**src/inc/pdt_pkg.sv**
```systemverilog
// Constants, field layout and types shared by the prescaled down-counting timer.
// Assumes an 8-bit register port with 12-bit addresses.
package pdt_pkg;
    localparam int ADDR_W = 12;
    localparam int DATA_W = 8;
    localparam int PRESC_W = 7;
    localparam int DIV_W = 3;

    localparam logic [ADDR_W-1:0] OFS_COUNT = 12'h008;
    localparam logic [ADDR_W-1:0] OFS_CTRL = 12'h009;

    localparam int BIT_FLAG = 7;
    localparam int BIT_MASK = 6;
    localparam int BIT_EXT = 5;
    localparam int BIT_PIN = 4;
    localparam int BIT_PCLR = 3;
    localparam int DIV_LSB = 0;

    localparam logic RST_FLAG = 1'b0;
    localparam logic RST_MASK = 1'b1;
    localparam logic RST_EXT = 1'b1;
    localparam logic RST_PIN = 1'b1;
    localparam logic [DIV_W-1:0] RST_DIV = 3'h7;
    localparam logic [DATA_W-1:0] RST_COUNT = 8'h00;
    localparam logic [DATA_W-1:0] COUNT_ONE = 8'h01;
    localparam logic [DATA_W-1:0] READ_ZERO = 8'h00;
    localparam logic [PRESC_W-1:0] PRESC_ZERO = 7'h00;

    // Oscillator to internal clock ratio is four
    localparam int OSC_DIV = 4;
    localparam int PHASE_W = 2;
    localparam logic [PHASE_W-1:0] PHASE_LAST = PHASE_W'(OSC_DIV - 1);
    localparam logic [PHASE_W-1:0] PHASE_ZERO = 2'h0;

    typedef enum logic [1:0] {
        PDT_SRC_INT = 2'b00,
        PDT_SRC_GATED = 2'b01,
        PDT_SRC_OFF = 2'b10,
        PDT_SRC_PIN = 2'b11
    } pdt_src_e;

    // Low bits of the prescaler that must all be one before the selected tap falls
    function automatic logic [PRESC_W-1:0] pdt_tap_mask(input logic [DIV_W-1:0] sel);
        logic [PRESC_W-1:0] m;
        m = PRESC_ZERO;
        for (int i = 0; i < PRESC_W; i++) begin
            if (i < int'(sel)) begin
                m[i] = 1'b1;
            end
        end
        return m;
    endfunction : pdt_tap_mask
endpackage : pdt_pkg

```
**src/inc/pdt_presc_if.sv**
```systemverilog
// Carrier between the timer core and its prescaler.
// Assumes both ends share ref_clk.
`timescale 1ns/10ps
interface pdt_presc_if;
    import pdt_pkg::*;
    logic tick;
    logic clear;
    logic [DIV_W-1:0] div_sel;
    logic count_tick;

    modport core (output tick, output clear, output div_sel, input count_tick);
    modport presc (input tick, input clear, input div_sel, output count_tick);
endinterface : pdt_presc_if

```
**src/rtl/pdt_prescaler.sv**
```systemverilog
// Seven-bit prescaler with a selectable output tap.
// Assumes tick is a one-cycle pulse per falling edge of the selected input.
`timescale 1ns/10ps
module pdt_prescaler
    import pdt_pkg::*;
(
    input wire logic clk,
    input wire logic rst_n,
    pdt_presc_if.presc pif
);
    logic [PRESC_W-1:0] presc_reg;
    logic [PRESC_W-1:0] presc_next;
    logic [PRESC_W-1:0] tap_mask;

    always_comb begin
        tap_mask = pdt_tap_mask(pif.div_sel);
        presc_next = presc_reg;
        if (pif.clear) begin
            presc_next = PRESC_ZERO;
        end else if (pif.tick) begin
            presc_next = presc_reg + 7'h01;
        end
    end

    // Tap bit falls on the tick that finds every lower bit set
    assign pif.count_tick = pif.tick && !pif.clear && ((presc_reg & tap_mask) == tap_mask);

    always_ff @(posedge clk or negedge rst_n) begin
        if (!rst_n) begin
            presc_reg <= PRESC_ZERO;
        end else begin
            presc_reg <= presc_next;
        end
    end
endmodule : pdt_prescaler

```
**src/rtl/pdt_timer.sv**
```systemverilog
// Prescaled 8-bit down-counting timer with its control register.
// Assumes ref_clk is the oscillator and all inputs but timer_pin and nrst are synchronous to it.
//
// Contract
// Both source bits set: count timer pin only
// Source code: internal, gated, off, pin
// Flag bit 7 set at zero, software-writable
// Flag cleared by any reset
// Mask bit 6 set on reset, blocks interrupt
// Source bit 5 set on reset
// Pin enable bit 4 set on reset
// Prescaler clear bit reads as zero
// Divide select picks prescaler tap 1..128
// Divide select resets to divide-by-128
// Advance on falling edge of input
// Write loads counter, otherwise counts down
// Internal clock is oscillator divided four
// External reset held over one cycle
// Low-voltage trip resets the block
// Counter wraps past zero, keeps counting
// Prescaler clear write zeroes prescaler
// Interrupt needs flag, no mask, cpu unmasked
// Counter read stable and non-disturbing
// Gated mode uses synchronised pin
// Disabled input holds counter and prescaler
`timescale 1ns/10ps
module pdt_timer
    import pdt_pkg::*;
(
    input wire logic ref_clk,
    input wire logic nrst,
    input wire logic lvd_trip,
    input wire logic [ADDR_W-1:0] bus_addr,
    input wire logic [DATA_W-1:0] bus_wdata,
    input wire logic bus_wr,
    input wire logic bus_rd,
    output logic [DATA_W-1:0] bus_rdata,
    input wire logic timer_pin,
    input wire logic cpu_irq_mask,
    output logic timer_irq,
    output logic int_clk_out
);
    // Reset release
    logic rst_s1_reg;
    logic rst_n_sync;

    always_ff @(posedge ref_clk or negedge nrst) begin
        if (!nrst) begin
            rst_s1_reg <= 1'b0;
            rst_n_sync <= 1'b0;
        end else begin
            rst_s1_reg <= 1'b1;
            rst_n_sync <= rst_s1_reg;
        end
    end

    // Control state
    logic flag_reg;
    logic flag_next;
    logic mask_reg;
    logic mask_next;
    pdt_src_e src_reg;
    pdt_src_e src_next;
    logic [DIV_W-1:0] div_reg;
    logic [DIV_W-1:0] div_next;
    logic [DATA_W-1:0] count_reg;
    logic [DATA_W-1:0] count_next;
    logic [DATA_W-1:0] rdata_next;
    logic irq_next;

    // Internal clock phase and pin sampling
    logic [PHASE_W-1:0] phase_reg;
    logic [PHASE_W-1:0] phase_next;
    logic int_clk_next;
    logic pin_s1_reg;
    logic pin_s2_reg;
    logic pin_s3_reg;

    logic int_tick;
    logic pin_fall;
    logic sel_tick;
    logic wr_ctrl;
    logic wr_count;
    logic rd_ctrl;
    logic rd_count;
    logic zero_event;

    pdt_presc_if pif ();

    pdt_prescaler u_presc (
        .clk(ref_clk),
        .rst_n(rst_n_sync),
        .pif(pif.presc)
    );

    // Address decode
    always_comb begin
        wr_ctrl = 1'b0;
        wr_count = 1'b0;
        rd_ctrl = 1'b0;
        rd_count = 1'b0;
        if (bus_addr == OFS_CTRL) begin
            wr_ctrl = bus_wr;
            rd_ctrl = bus_rd;
        end else if (bus_addr == OFS_COUNT) begin
            wr_count = bus_wr;
            rd_count = bus_rd;
        end
    end

    // Falling edge of the internal clock is the last oscillator phase
    assign int_tick = (phase_reg == PHASE_LAST);
    // Only the second and third stages feed the edge detector
    assign pin_fall = pin_s3_reg && !pin_s2_reg;

    always_comb begin
        phase_next = phase_reg + 2'h1;
        int_clk_next = phase_next[PHASE_W-1];
        if (lvd_trip) begin
            phase_next = PHASE_ZERO;
            int_clk_next = 1'b0;
        end
    end

    // Source selection
    always_comb begin
        case (src_reg)
            PDT_SRC_INT: sel_tick = int_tick;
            PDT_SRC_GATED: sel_tick = int_tick && pin_s2_reg;
            PDT_SRC_OFF: sel_tick = 1'b0;
            PDT_SRC_PIN: sel_tick = pin_fall;
            default: sel_tick = 1'b0;
        endcase
    end

    assign pif.tick = sel_tick && !lvd_trip;
    assign pif.clear = (wr_ctrl && bus_wdata[BIT_PCLR]) || lvd_trip;
    assign pif.div_sel = div_reg;

    // A counter write takes the cycle; a concurrent count step is dropped
    assign zero_event = pif.count_tick && !wr_count && (count_reg == COUNT_ONE);

    always_comb begin
        flag_next = flag_reg;
        mask_next = mask_reg;
        src_next = src_reg;
        div_next = div_reg;
        count_next = count_reg;
        if (wr_ctrl) begin
            flag_next = bus_wdata[BIT_FLAG];
            mask_next = bus_wdata[BIT_MASK];
            src_next = pdt_src_e'({bus_wdata[BIT_EXT], bus_wdata[BIT_PIN]});
            div_next = bus_wdata[DIV_LSB +: DIV_W];
        end
        // Hardware set wins over a software clear in the same cycle
        if (zero_event) begin
            flag_next = 1'b1;
        end
        if (wr_count) begin
            count_next = bus_wdata;
        end else if (pif.count_tick) begin
            count_next = count_reg - COUNT_ONE;
        end
        if (lvd_trip) begin
            flag_next = RST_FLAG;
            mask_next = RST_MASK;
            src_next = pdt_src_e'({RST_EXT, RST_PIN});
            div_next = RST_DIV;
            count_next = RST_COUNT;
        end
    end

    // Read data registered on the strobe, so it cannot shift mid-read
    always_comb begin
        rdata_next = READ_ZERO;
        if (rd_ctrl) begin
            rdata_next[BIT_FLAG] = flag_reg;
            rdata_next[BIT_MASK] = mask_reg;
            rdata_next[BIT_EXT] = src_reg[1];
            rdata_next[BIT_PIN] = src_reg[0];
            rdata_next[BIT_PCLR] = 1'b0;
            rdata_next[DIV_LSB +: DIV_W] = div_reg;
        end else if (rd_count) begin
            rdata_next = count_reg;
        end
    end

    assign irq_next = flag_next && !mask_next && !cpu_irq_mask;

    always_ff @(posedge ref_clk or negedge rst_n_sync) begin
        if (!rst_n_sync) begin
            flag_reg <= RST_FLAG;
            mask_reg <= RST_MASK;
            src_reg <= pdt_src_e'({RST_EXT, RST_PIN});
            div_reg <= RST_DIV;
            count_reg <= RST_COUNT;
            bus_rdata <= READ_ZERO;
            timer_irq <= 1'b0;
            phase_reg <= PHASE_ZERO;
            int_clk_out <= 1'b0;
            pin_s1_reg <= 1'b0;
            pin_s2_reg <= 1'b0;
            pin_s3_reg <= 1'b0;
        end else begin
            flag_reg <= flag_next;
            mask_reg <= mask_next;
            src_reg <= src_next;
            div_reg <= div_next;
            count_reg <= count_next;
            bus_rdata <= rdata_next;
            timer_irq <= irq_next;
            phase_reg <= phase_next;
            int_clk_out <= int_clk_next;
            pin_s1_reg <= timer_pin;
            pin_s2_reg <= pin_s1_reg;
            pin_s3_reg <= pin_s2_reg;
        end
    end
endmodule : pdt_timer

```
**config.mk**
```make
export PLATFORM = sky130hd
export DESIGN_NAME = pdt_timer
export DESIGN_NICKNAME = d
export VERILOG_FILES = /design/src/inc/pdt_pkg.sv /design/src/inc/pdt_presc_if.sv /design/src/rtl/pdt_prescaler.sv /design/src/rtl/pdt_timer.sv
export SDC_FILE = /design/constraint.sdc
export NUM_CORES = 1
export LEC_CHECK = 0
export ABC_AREA = 1
export BUFFER_PORTS_ARGS = -buffer_cell sky130_fd_sc_hd__buf_2
export CAP_MARGIN = 20
export CORE_MARGIN = 2
export CORE_UTILIZATION = 50
export DETAILED_ROUTE_END_ITERATION = 7
export GPL_TIMING_DRIVEN = 0
export PLACE_DENSITY = 0.76
export RECOVER_POWER = 50
export SYNTH_ARGS = -nofsm -noshare
export SYNTH_HDL_FRONTEND = slang
export SYNTH_SLANG_ARGS = --single-unit
```
**constraint.sdc**
```tcl
create_clock -name ref_clk -period 1.3 [get_ports ref_clk]
set_input_delay 0 -clock ref_clk [delete_from_list [all_inputs] [get_ports ref_clk]]
set_output_delay 0 -clock ref_clk [all_outputs]
set_load 0.01 [all_outputs]
```
==> flow_summary.json, run 1 <==
{
  "io_buffer_count": 35,
  "cts_tree": "yes",
  "clockRootBuffer": "clkbuf_8",
  "fin_nets": 331,
  "p_per_area_mw_per_mm2": 1290,
  "antenna_found_initial": 0,
  "ir_worst_vdd_mv": 0.752,
  "yosysUniqueCellTypes": 28,
  "clk_latency_ns": 0.30,
  "setup_viol": 17,
  "syn_to_final_growth_pct": 28.2,
  "pwr-share-clk_pct": 36.5,
  "antenna_cells": 0,
  "hp-class": "input pin to register",
  "h-tree-depth": 2,
  "power_frac_comb_pct": 21.6,
  "drive_gt1_share_pct": 27.2,
  "clk_pin_slew_ns": 0.08,
  "syn_area_per_cell_um2": 8.28,
  "final_cell_area_mm2": 0.00258,
  "skew_ns": 0.00702,
  "io_pins": 37,
  "ys_seq_area_share_pct": 47.6,
  "worstPathArrival_ns": 1.71,
  "fin_crit_sh_pct": 117,
  "outcome": "finished, violations left",
  "relSlewSlack_pct": 50.1,
  "via_per_inst": 5.37,
  "routed-wl-met2_um": 2320,
  "initial_core_util_pct": 51.0,
  "final_max_slew_viol_count": 0,
  "tightest_slew_ns": 0.748,
  "drt-met1-wl_um": 2040,
  "ys_warn_count": 0,
  "grt_pass1_wl_um": 7910,
  "p_leak_nw": 1.22,
  "multi_input_area_um2": 996,
  "crit_fanout": 5,
  "required_ns": 1.49,
  "fmax_ghz": 0.658,
  "filler_cell_count": 327,
  "seqPwrFrac_pct": 41.9,
  "rows": 23,
  "synth_nets": 274,
  "rsz0062_at_grt": "yes",
  "violations": "negative setup slack",
  "dieWidth_um": 67.4,
  "drt-wirelength-per-cell_um": 13.5,
  "netlist_instances": 243,
  "ant_nets": 0,
  "cts_inserted_buffers": 5,
  "syn_area_mm2": 0.00201,
  "wirelength_um": 4720,
  "numClockSinks": 38,
  "grt_max_degree": 37,
  "period_needed_ns": 1.52,
  "finalHoldWorstSlack_ns": 0.0234,
  "p_int_w": 0.00236,
  "first_pass_iters": 4,
  "swShare_pct": 29.3,
  "vias": 1884,
  "drt_iter0_drc": 86,
  "hold_viol_final": 0,
  "dieArea_mm2": 0.00455,
  "core-area_mm2": 0.00394,
  "placed_cell_area_mm2": 0.00226,
  "cap_violations": 0,
  "route.detailed.drc": 0,
  "ys_seq_elements": 38,
  "top_layer": "met4",
  "routed-wl-met3_um": 276,
  "die_h_um": 67.4,
  "worstSetupPathType": "register to register",
  "post-route-util_pct": 65.4,
  "power_switching_w": 0.000977,
  "regArea_um2": 960,
  "grt_pass1_vias": 1800,
  "globalplace.congestion": 0.912,
  "grt_overflow": 0,
  "endpoint_kind": "register",
  "clockBufferDepth": 2,
  "track_usage_pct": 23.6,
  "setup_slack_ns": -0.219,
  "worstSetupStartpointType": "register",
  "dp_hpwl_um": 3270
}
==> power groups by stage <==
stage	logic, W	registers (W)	clock network, W
detailed placement	0.000630	0.00142	0
floorplan	0.000487	0.00139	0
global placement	0.000619	0.00142	0
finish	0.000720	0.00140	0.00122
global route	0.000821	0.00142	0.00128
CTS	0.000707	0.00140	0.00123
==> final timing paths <==
kind	start	to	slack (ns)	depth (start not counted)
hold reg to reg	rst_n_sync	pin_s2_reg	0.34	0
min in group asynchronous	rst_n_sync	pin_s2_reg	0.34	0
max in group asynchronous	rst_n_sync	bus_rdata[0]	0.47	0
setup / recovery	src_reg[0]	u_presc.presc_reg[5]	-0.22	10
hold / removal	bus_wdata[4]	src_reg[0]	0.02	3
setup reg to reg	src_reg[0]	u_presc.presc_reg[5]	-0.22	10
==> critical path: stages, from the launching register on <==
cell and delay [ns]:
dfstp_2 0.53, inv_2 0.04, buf_4 0.12, nor2_1 0.09, nand2_1 0.07, nand2_2 0.08
nor2_4 0.06, buf_6 0.13, buf_6 0.11, a21oi_2 0.12, nor3_2 0.05
==> final cells by class <==
| class | instances | share of cell area [%] |
|---|---|---|
| buffer | 4 | 0.824 |
| sequential | 38 | 37.2 |
| inverter | 28 | 4.17 |
| clock inverter | 3 | 2.67 |
| tap | 50 | 2.42 |
| timing repair buffer | 49 | 11.4 |
| clock buffer | 5 | 2.67 |
| multi-input combinational | 174 | 38.6 |
==> synthesized netlist by cell type (all sizes together) <==
library cell	number	area (um2)
nand2	61	250
dfrtp	32	801
inv	28	108
nor2	25	111
nand3	21	118
o21ai	17	85.1
a21oi	13	65.1
nand4	13	103
o22ai	7	43.8
xor2	7	61.3
dfstp	6	158
buf	4	21.3
ha	4	50.1
nor3	3	26.3
conb	1	3.75
o21bai	1	7.51
==> stage by stage <==
step	worst slack, ns	setup TNS (ns)	std cells	power, W
2_1_floorplan	-0.0983	-0.899	243	0.00188
6_report	-0.219	-3.24	351	0.00333
4_1_cts	-0.272	-4.09	351	0.00334
3_5_place_dp	-0.294	-3.54	328	0.00205
3_3_place_gp	-0.303	-10.67	328	0.00203
5_1_grt	-0.298	-4.68	351	0.00352
==> logic make-up after synthesis <==
kind of cell | Yosys count | synth area share, %
other | 1 | 0.186
AO/OA/AOI/OAI | 38 | 10.0
XOR/XNOR | 7 | 3.05
buffers and inverters | 32 | 6.41
adder cells (fa/ha/maj) | 4 | 2.49
AND/OR/NAND/NOR | 123 | 30.2
flip-flops | 38 | 47.6
==> layout by cell type, fill, tap and decap left out, drive strengths merged, types with 13 or more instances in the layout <==
cell type  netlist  final
nand2           61     61
buf              4     35
o21ai           17     17
nand4           13     14
dfrtp           32     32
inv             28     28
a21oi           13     13
clkbuf           0     15
nor2            25     25
nand3           21     21
==> metal layers <==
metal	vias to the layer above	global-route usage, %
met2	69	39.4
met1	889	28.8
met4	0	10.7
li1	917	-
met3	9	5.67
met5	-	0
==> repair_timing <==
item	4_1_cts	5_1_grt
gates cloned	1	0
pin swaps	7	7
setup endpoints to repair	17	17
setup buffers	6	0
hold buffers	8	0
hold endpoints to repair	8	0
resized for setup	15	6
(Power assumes the default switching activity.)
==> run 2, diff against run 1 <==
PLACE_DENSITY = 0.79   (was 0.76)
clock period = 1.2 ns   (was 1.3 ns; I/O delays follow)
==> run 2 against run 1 <==
Against the previous run:
- the run still ends with negative setup slack left
- critical path depth fell by 1
- global-route usage rose by 0.43 points
- first-iteration DRC count rose by 100%
- die area did not move
- power fell by 2.0%
- highest routed layer unchanged
==> flow_summary.json, run 2 (synthesis gave the netlist of run 1 again) <==
{
  "numClockSinks": 38,
  "io_pins": 37,
  "io_buffer_count": 35,
  "drt-wirelength-per-cell_um": 14.2,
  "skew_ns": 0.00231,
  "hold_viol_final": 0,
  "fmax_ghz": 0.642,
  "place_inst": 328,
  "final_cells": 355,
  "core-area_mm2": 0.00394,
  "final_common_cell": "nand2_1",
  "cts_inserted_buffers": 5,
  "cp-endpoint": "flag_reg",
  "critPathLaunch": "src_reg[0]",
  "drt_iter0_drc": 176,
  "endpoint_kind": "register",
  "rows": 23,
  "dieWidth_um": 67.4,
  "required_ns": 1.41,
  "initial_core_util_pct": 51.0,
  "rsz0062_at_grt": "yes",
  "antenna_found_initial": 0,
  "clockBufferDepth": 2,
  "antenna_cells": 0,
  "reg2reg_from": "src_reg[0]",
  "filler_cell_count": 334,
  "clk_pin_slew_ns": 0.07,
  "wirelength_um": 5040,
  "tightest_slew_ns": 0.760,
  "clockRootBuffer": "clkbuf_8",
  "fin_nets": 335,
  "worstSetupStartpointType": "register",
  "dieArea_mm2": 0.00455,
  "tns_ns": -4.85,
  "ir_worst_vdd_mv": 0.741,
  "post-place-ws_ns": -0.417,
  "grt_overflow": 0,
  "grt_pass1_wl_um": 7980,
  "grt_pass1_vias": 1795,
  "swShare_pct": 32.7,
  "seqPwrFrac_pct": 46.5,
  "placed_cell_area_mm2": 0.00226,
  "violations": "negative setup slack",
  "power_switching_w": 0.00107,
  "fin_crit_sh_pct": 130,
  "clk_latency_ns": 0.29,
  "r2r_end": "flag_reg",
  "setup_slack_ns": -0.357,
  "final_cell_area_mm2": 0.00258,
  "syn_to_final_growth_pct": 28.5,
  "cts_tree": "yes",
  "h-tree-depth": 2,
  "period_needed_ns": 1.56,
  "via_per_inst": 5.45,
  "globalplace.congestion": 0.919,
  "die_h_um": 67.4,
  "setup_viol": 17,
  "relSlewSlack_pct": 49.3,
  "ff2ff_setup_slack_ns": -0.36,
  "p_int_w": 0.00220,
  "pwr-share-clk_pct": 28.1,
  "p_leak_nw": 1.27,
  "post-route-util_pct": 65.6,
  "reg2reg_depth": 9,
  "vias": 1935,
  "ant_nets": 0,
  "final_max_slew_viol_count": 0,
  "worstPathArrival_ns": 1.77,
  "drive_gt1_share_pct": 31.8,
  "grt_max_degree": 37,
  "layout_common_cells": "nand2_1, buf_2, dfrtp_1",
  "track_usage_pct": 24.0,
  "hp-class": "input pin to asynchronous set/reset pin",
  "worstSetupPathType": "register to register",
  "crit_fanout": 5,
  "first_pass_iters": 4,
  "outcome": "finished, violations left",
  "p_per_area_mw_per_mm2": 1260,
  "cap_violations": 0,
  "dp_hpwl_um": 3300,
  "power_frac_comb_pct": 25.3,
  "route.detailed.drc": 0
}
-- run 2: changes by cell type in the layout (fill, tap and decap cells not counted), moves of 2 or more --
cell       delta
clkbuf_1      -9
buf_2         +9
buf_4         +5
bufinv_16     -2
-- run 2: worst max-delay path, stage by stage, from the launching register on --
cell and delay [ns]:
dfstp_2 0.53, inv_2 0.04, o21ai_2 0.12, nand2_2 0.07, nor2_4 0.18, buf_4 0.16
nand2_2 0.05, nor2_2 0.10, nand2_1 0.09, a21oi_1 0.14
-- run 2: what timing repair did --
item	4_1_cts	5_1_grt
gates resized for setup	12	11
buffers inserted	4	6
hold buffers	8	0
endpoints found under the hold margin	9	0
pin swaps	3	3
endpoints found under the setup margin	17	18
gates cloned	1	0
-- run 2: how the worst min path moves through the flow --
stage                     depth (start not counted)    endpoint
after CTS                                         2  rst_n_sync
after floorplan                                   0  rst_n_sync
after detailed placement                          1  rst_s1_reg
after global routing                              2  rst_s1_reg
after global placement                            1  rst_s1_reg
final                                             2  rst_s1_reg
-- run 2: metrics by stage --
step	hold slack (ns)	total power, W
final	0.0181	0.00327
after global routing	0.0194	0.00344
after CTS	0.0104	0.00320
after detailed placement	-0.214	0.00223
after global placement	-0.214	0.00221
after floorplan	-0.296	0.00204
-- run 2: layout make-up --
class	instances	area [um2]	area share, %
multi-input combinational	174	1010	38.9
sequential	38	960	37.1
timing repair buffer	53	333	12.9
inverter	28	108	4.16
clock buffer	6	82.6	3.19
tap	50	62.6	2.42
buffer	4	21.3	0.823
clock inverter	2	12.5	0.484
-- run 2: power groups by stage --
stage | clock [W] | combinational [W] | sequential, W
final | 0.000919 | 0.000828 | 0.00152
after global routing | 0.000975 | 0.000927 | 0.00154
after CTS | 0.000927 | 0.000760 | 0.00152
after detailed placement | 0 | 0.000689 | 0.00154
after global placement | 0 | 0.000670 | 0.00153
after floorplan | 0 | 0.000528 | 0.00151
-- run 2: layer usage --
metal	wire [um]	global-route usage [%]	share of wire (%)	up-vias
met5	0	0	0	-
met1	2100	30.0	42	921
li1	-	-	-	923
met2	2490	38.7	49	84
met4	72	11.5	1.4	0
met3	380	6.17	7.5	7
==> run 3, diff against run 2 <==
CORE_MARGIN = 3   (was 2)
==> run 3 against run 2 <==
Against the previous run:
- the run still ends with negative setup slack left
- clock power decreased by 2.8%
- sequential power is essentially flat
- sequential share of layout area increased by 0.44 points
- critical path depth down 1
- critical path type unchanged
- largest cell class unchanged
==> flow_summary.json, run 3 (synthesis gave the netlist of run 1 again) <==
{
  "worstPathCellList": "inv_2, o21ai_2, nand2_2, nor2_4, nand4_4, nand2_8, nand2_2, nand2_2",
  "endpoint_kind": "register",
  "ir_worst_vdd_mv": 0.863,
  "dp_hpwl_um": 3300,
  "hp-class": "input pin to asynchronous set/reset pin",
  "p_leak_nw": 1.22,
  "worstPathArrival_ns": 1.78,
  "h-tree-depth": 2,
  "p_per_area_mw_per_mm2": 1260,
  "violations": "negative setup slack",
  "post-route-util_pct": 67.8,
  "worst-path-buf-inv": 1,
  "drive_gt1_share_pct": 27.4,
  "post-place-ws_ns": -0.404,
  "antenna_cells": 0,
  "rows": 22,
  "tns_ns": -5.43,
  "critical_path.most_common_cell": "nand2_2",
  "fin_nets": 333,
  "io_pins": 37,
  "grt_pass1_vias": 1873,
  "clk_latency_ns": 0.29,
  "globalplace.congestion": 0.913,
  "slowest_delay_ns": 0.53,
  "die_h_um": 69.4,
  "antenna_found_initial": 0,
  "period_needed_ns": 1.56,
  "crit_slowest_cell": "dfstp_2",
  "via_per_inst": 5.50,
  "fmax_ghz": 0.642,
  "worstSetupStartpointType": "register",
  "hold_viol_final": 0,
  "clockRootBuffer": "clkbuf_8",
  "ant_nets": 0,
  "reg2reg_depth": 8,
  "first_pass_iters": 5,
  "cts_tree": "yes",
  "crit_fanout": 8,
  "io_buffer_count": 35,
  "numClockSinks": 38,
  "ff2ff_setup_slack_ns": -0.36,
  "finalHoldWorstSlack_ns": 0.0230,
  "cts_inserted_buffers": 5,
  "cp.depth": 8,
  "track_usage_pct": 22.4,
  "cap_violations": 0,
  "initial_core_util_pct": 53.4,
  "drt_iter0_drc": 163,
  "worstSetupPathType": "register to register",
  "r2r_end": "count_reg[2]",
  "fin_crit_sh_pct": 130,
  "dieArea_mm2": 0.00482,
  "required_ns": 1.43,
  "setup_slack_ns": -0.358,
  "placed_cell_area_mm2": 0.00225,
  "crit_family": "simple AND/OR/NAND/NOR gates",
  "critPathLaunch": "src_reg[0]",
  "drt-wirelength-per-cell_um": 14.5,
  "rsz0062_at_grt": "yes",
  "clk_pin_slew_ns": 0.08,
  "layout_common_cells": "nand2_1, dfrtp_1, buf_2",
  "grt_pass1_wl_um": 8580,
  "vias": 1931,
  "clockBufferDepth": 2,
  "final_max_slew_viol_count": 0,
  "reg2reg_from": "src_reg[0]",
  "grt_overflow": 0,
  "cp-endpoint": "count_reg[2]",
  "core-area_mm2": 0.00377,
  "dieWidth_um": 69.4,
  "setup_viol": 17,
  "tightest_slew_ns": 0.760,
  "final_common_cell": "nand2_1",
  "syn_to_final_growth_pct": 27.0,
  "outcome": "finished, violations left",
  "grt_max_degree": 37,
  "relSlewSlack_pct": 49.3,
  "final_cell_area_mm2": 0.00255,
  "skew_ns": 0.0108,
  "wirelength_um": 5090,
  "route.detailed.drc": 0
}
run 3: area by class of cell:
type | count | area (um2)
buffer | 4 | 21.3
clock buffer | 7 | 86.3
clock inverter | 1 | 5.00
fill | 295 | 1220
inverter | 28 | 108
multi-input combinational | 174 | 1010
sequential | 38 | 960
tap | 48 | 60.1
timing repair buffer | 51 | 309
run 3: worst reg2reg max path: cells and delay by family, from the launching register on:
| family | cells | cell delay, ns |
|---|---|---|
| buf+inv | 1 | 0.05 |
| simple gates | 6 | 0.79 |
| compound gates | 1 | 0.14 |
| flops | 1 | 0.53 |
run 3: repair_timing:
action | 4_1_cts | 5_1_grt
hold buffers | 8 | 0
gates resized for setup | 9 | 14
buffers inserted | 3 | 5
endpoints found under the hold margin | 9 | 0
cloned | 1 | 0
setup endpoints to repair | 17 | 17
pin swaps | 2 | 6
run 3: where the power goes:
| part | internal, W | switching (W) | total [W] | leakage (nW) |
|---|---|---|---|---|
| Combinational | 0.000330 | 0.000479 | 0.000809 | 0.681 |
| Clock | 0.000463 | 0.000430 | 0.000893 | 0.0482 |
| Sequential | 0.00140 | 0.000120 | 0.00152 | 0.488 |
run 3: metrics by stage:
step | power, W | cells
after floorplan | 0.00204 | 243
after global placement | 0.00221 | 326
after detailed placement | 0.00223 | 326
after CTS | 0.00319 | 346
after global routing | 0.00342 | 351
final | 0.00322 | 351
run 3: worst min path at each step:
stage / endpoint / from / slack [ns] / depth (start not counted)
after floorplan: rst_n_sync / nrst / -0.30 / 0
after global placement: rst_s1_reg / nrst / -0.21 / 1
after detailed placement: rst_s1_reg / nrst / -0.21 / 1
after CTS: rst_n_sync / nrst / 0.01 / 2
after global routing: rst_n_sync / nrst / 0.03 / 2
final: rst_n_sync / nrst / 0.02 / 2
run 3: metal layers:
metal | GRT usage, % | share of wire, %
met4 | 13.0 | 3.2
met1 | 29.4 | 42
met2 | 33.3 | 47
met3 | 5.80 | 8.0
met5 | 0 | 0
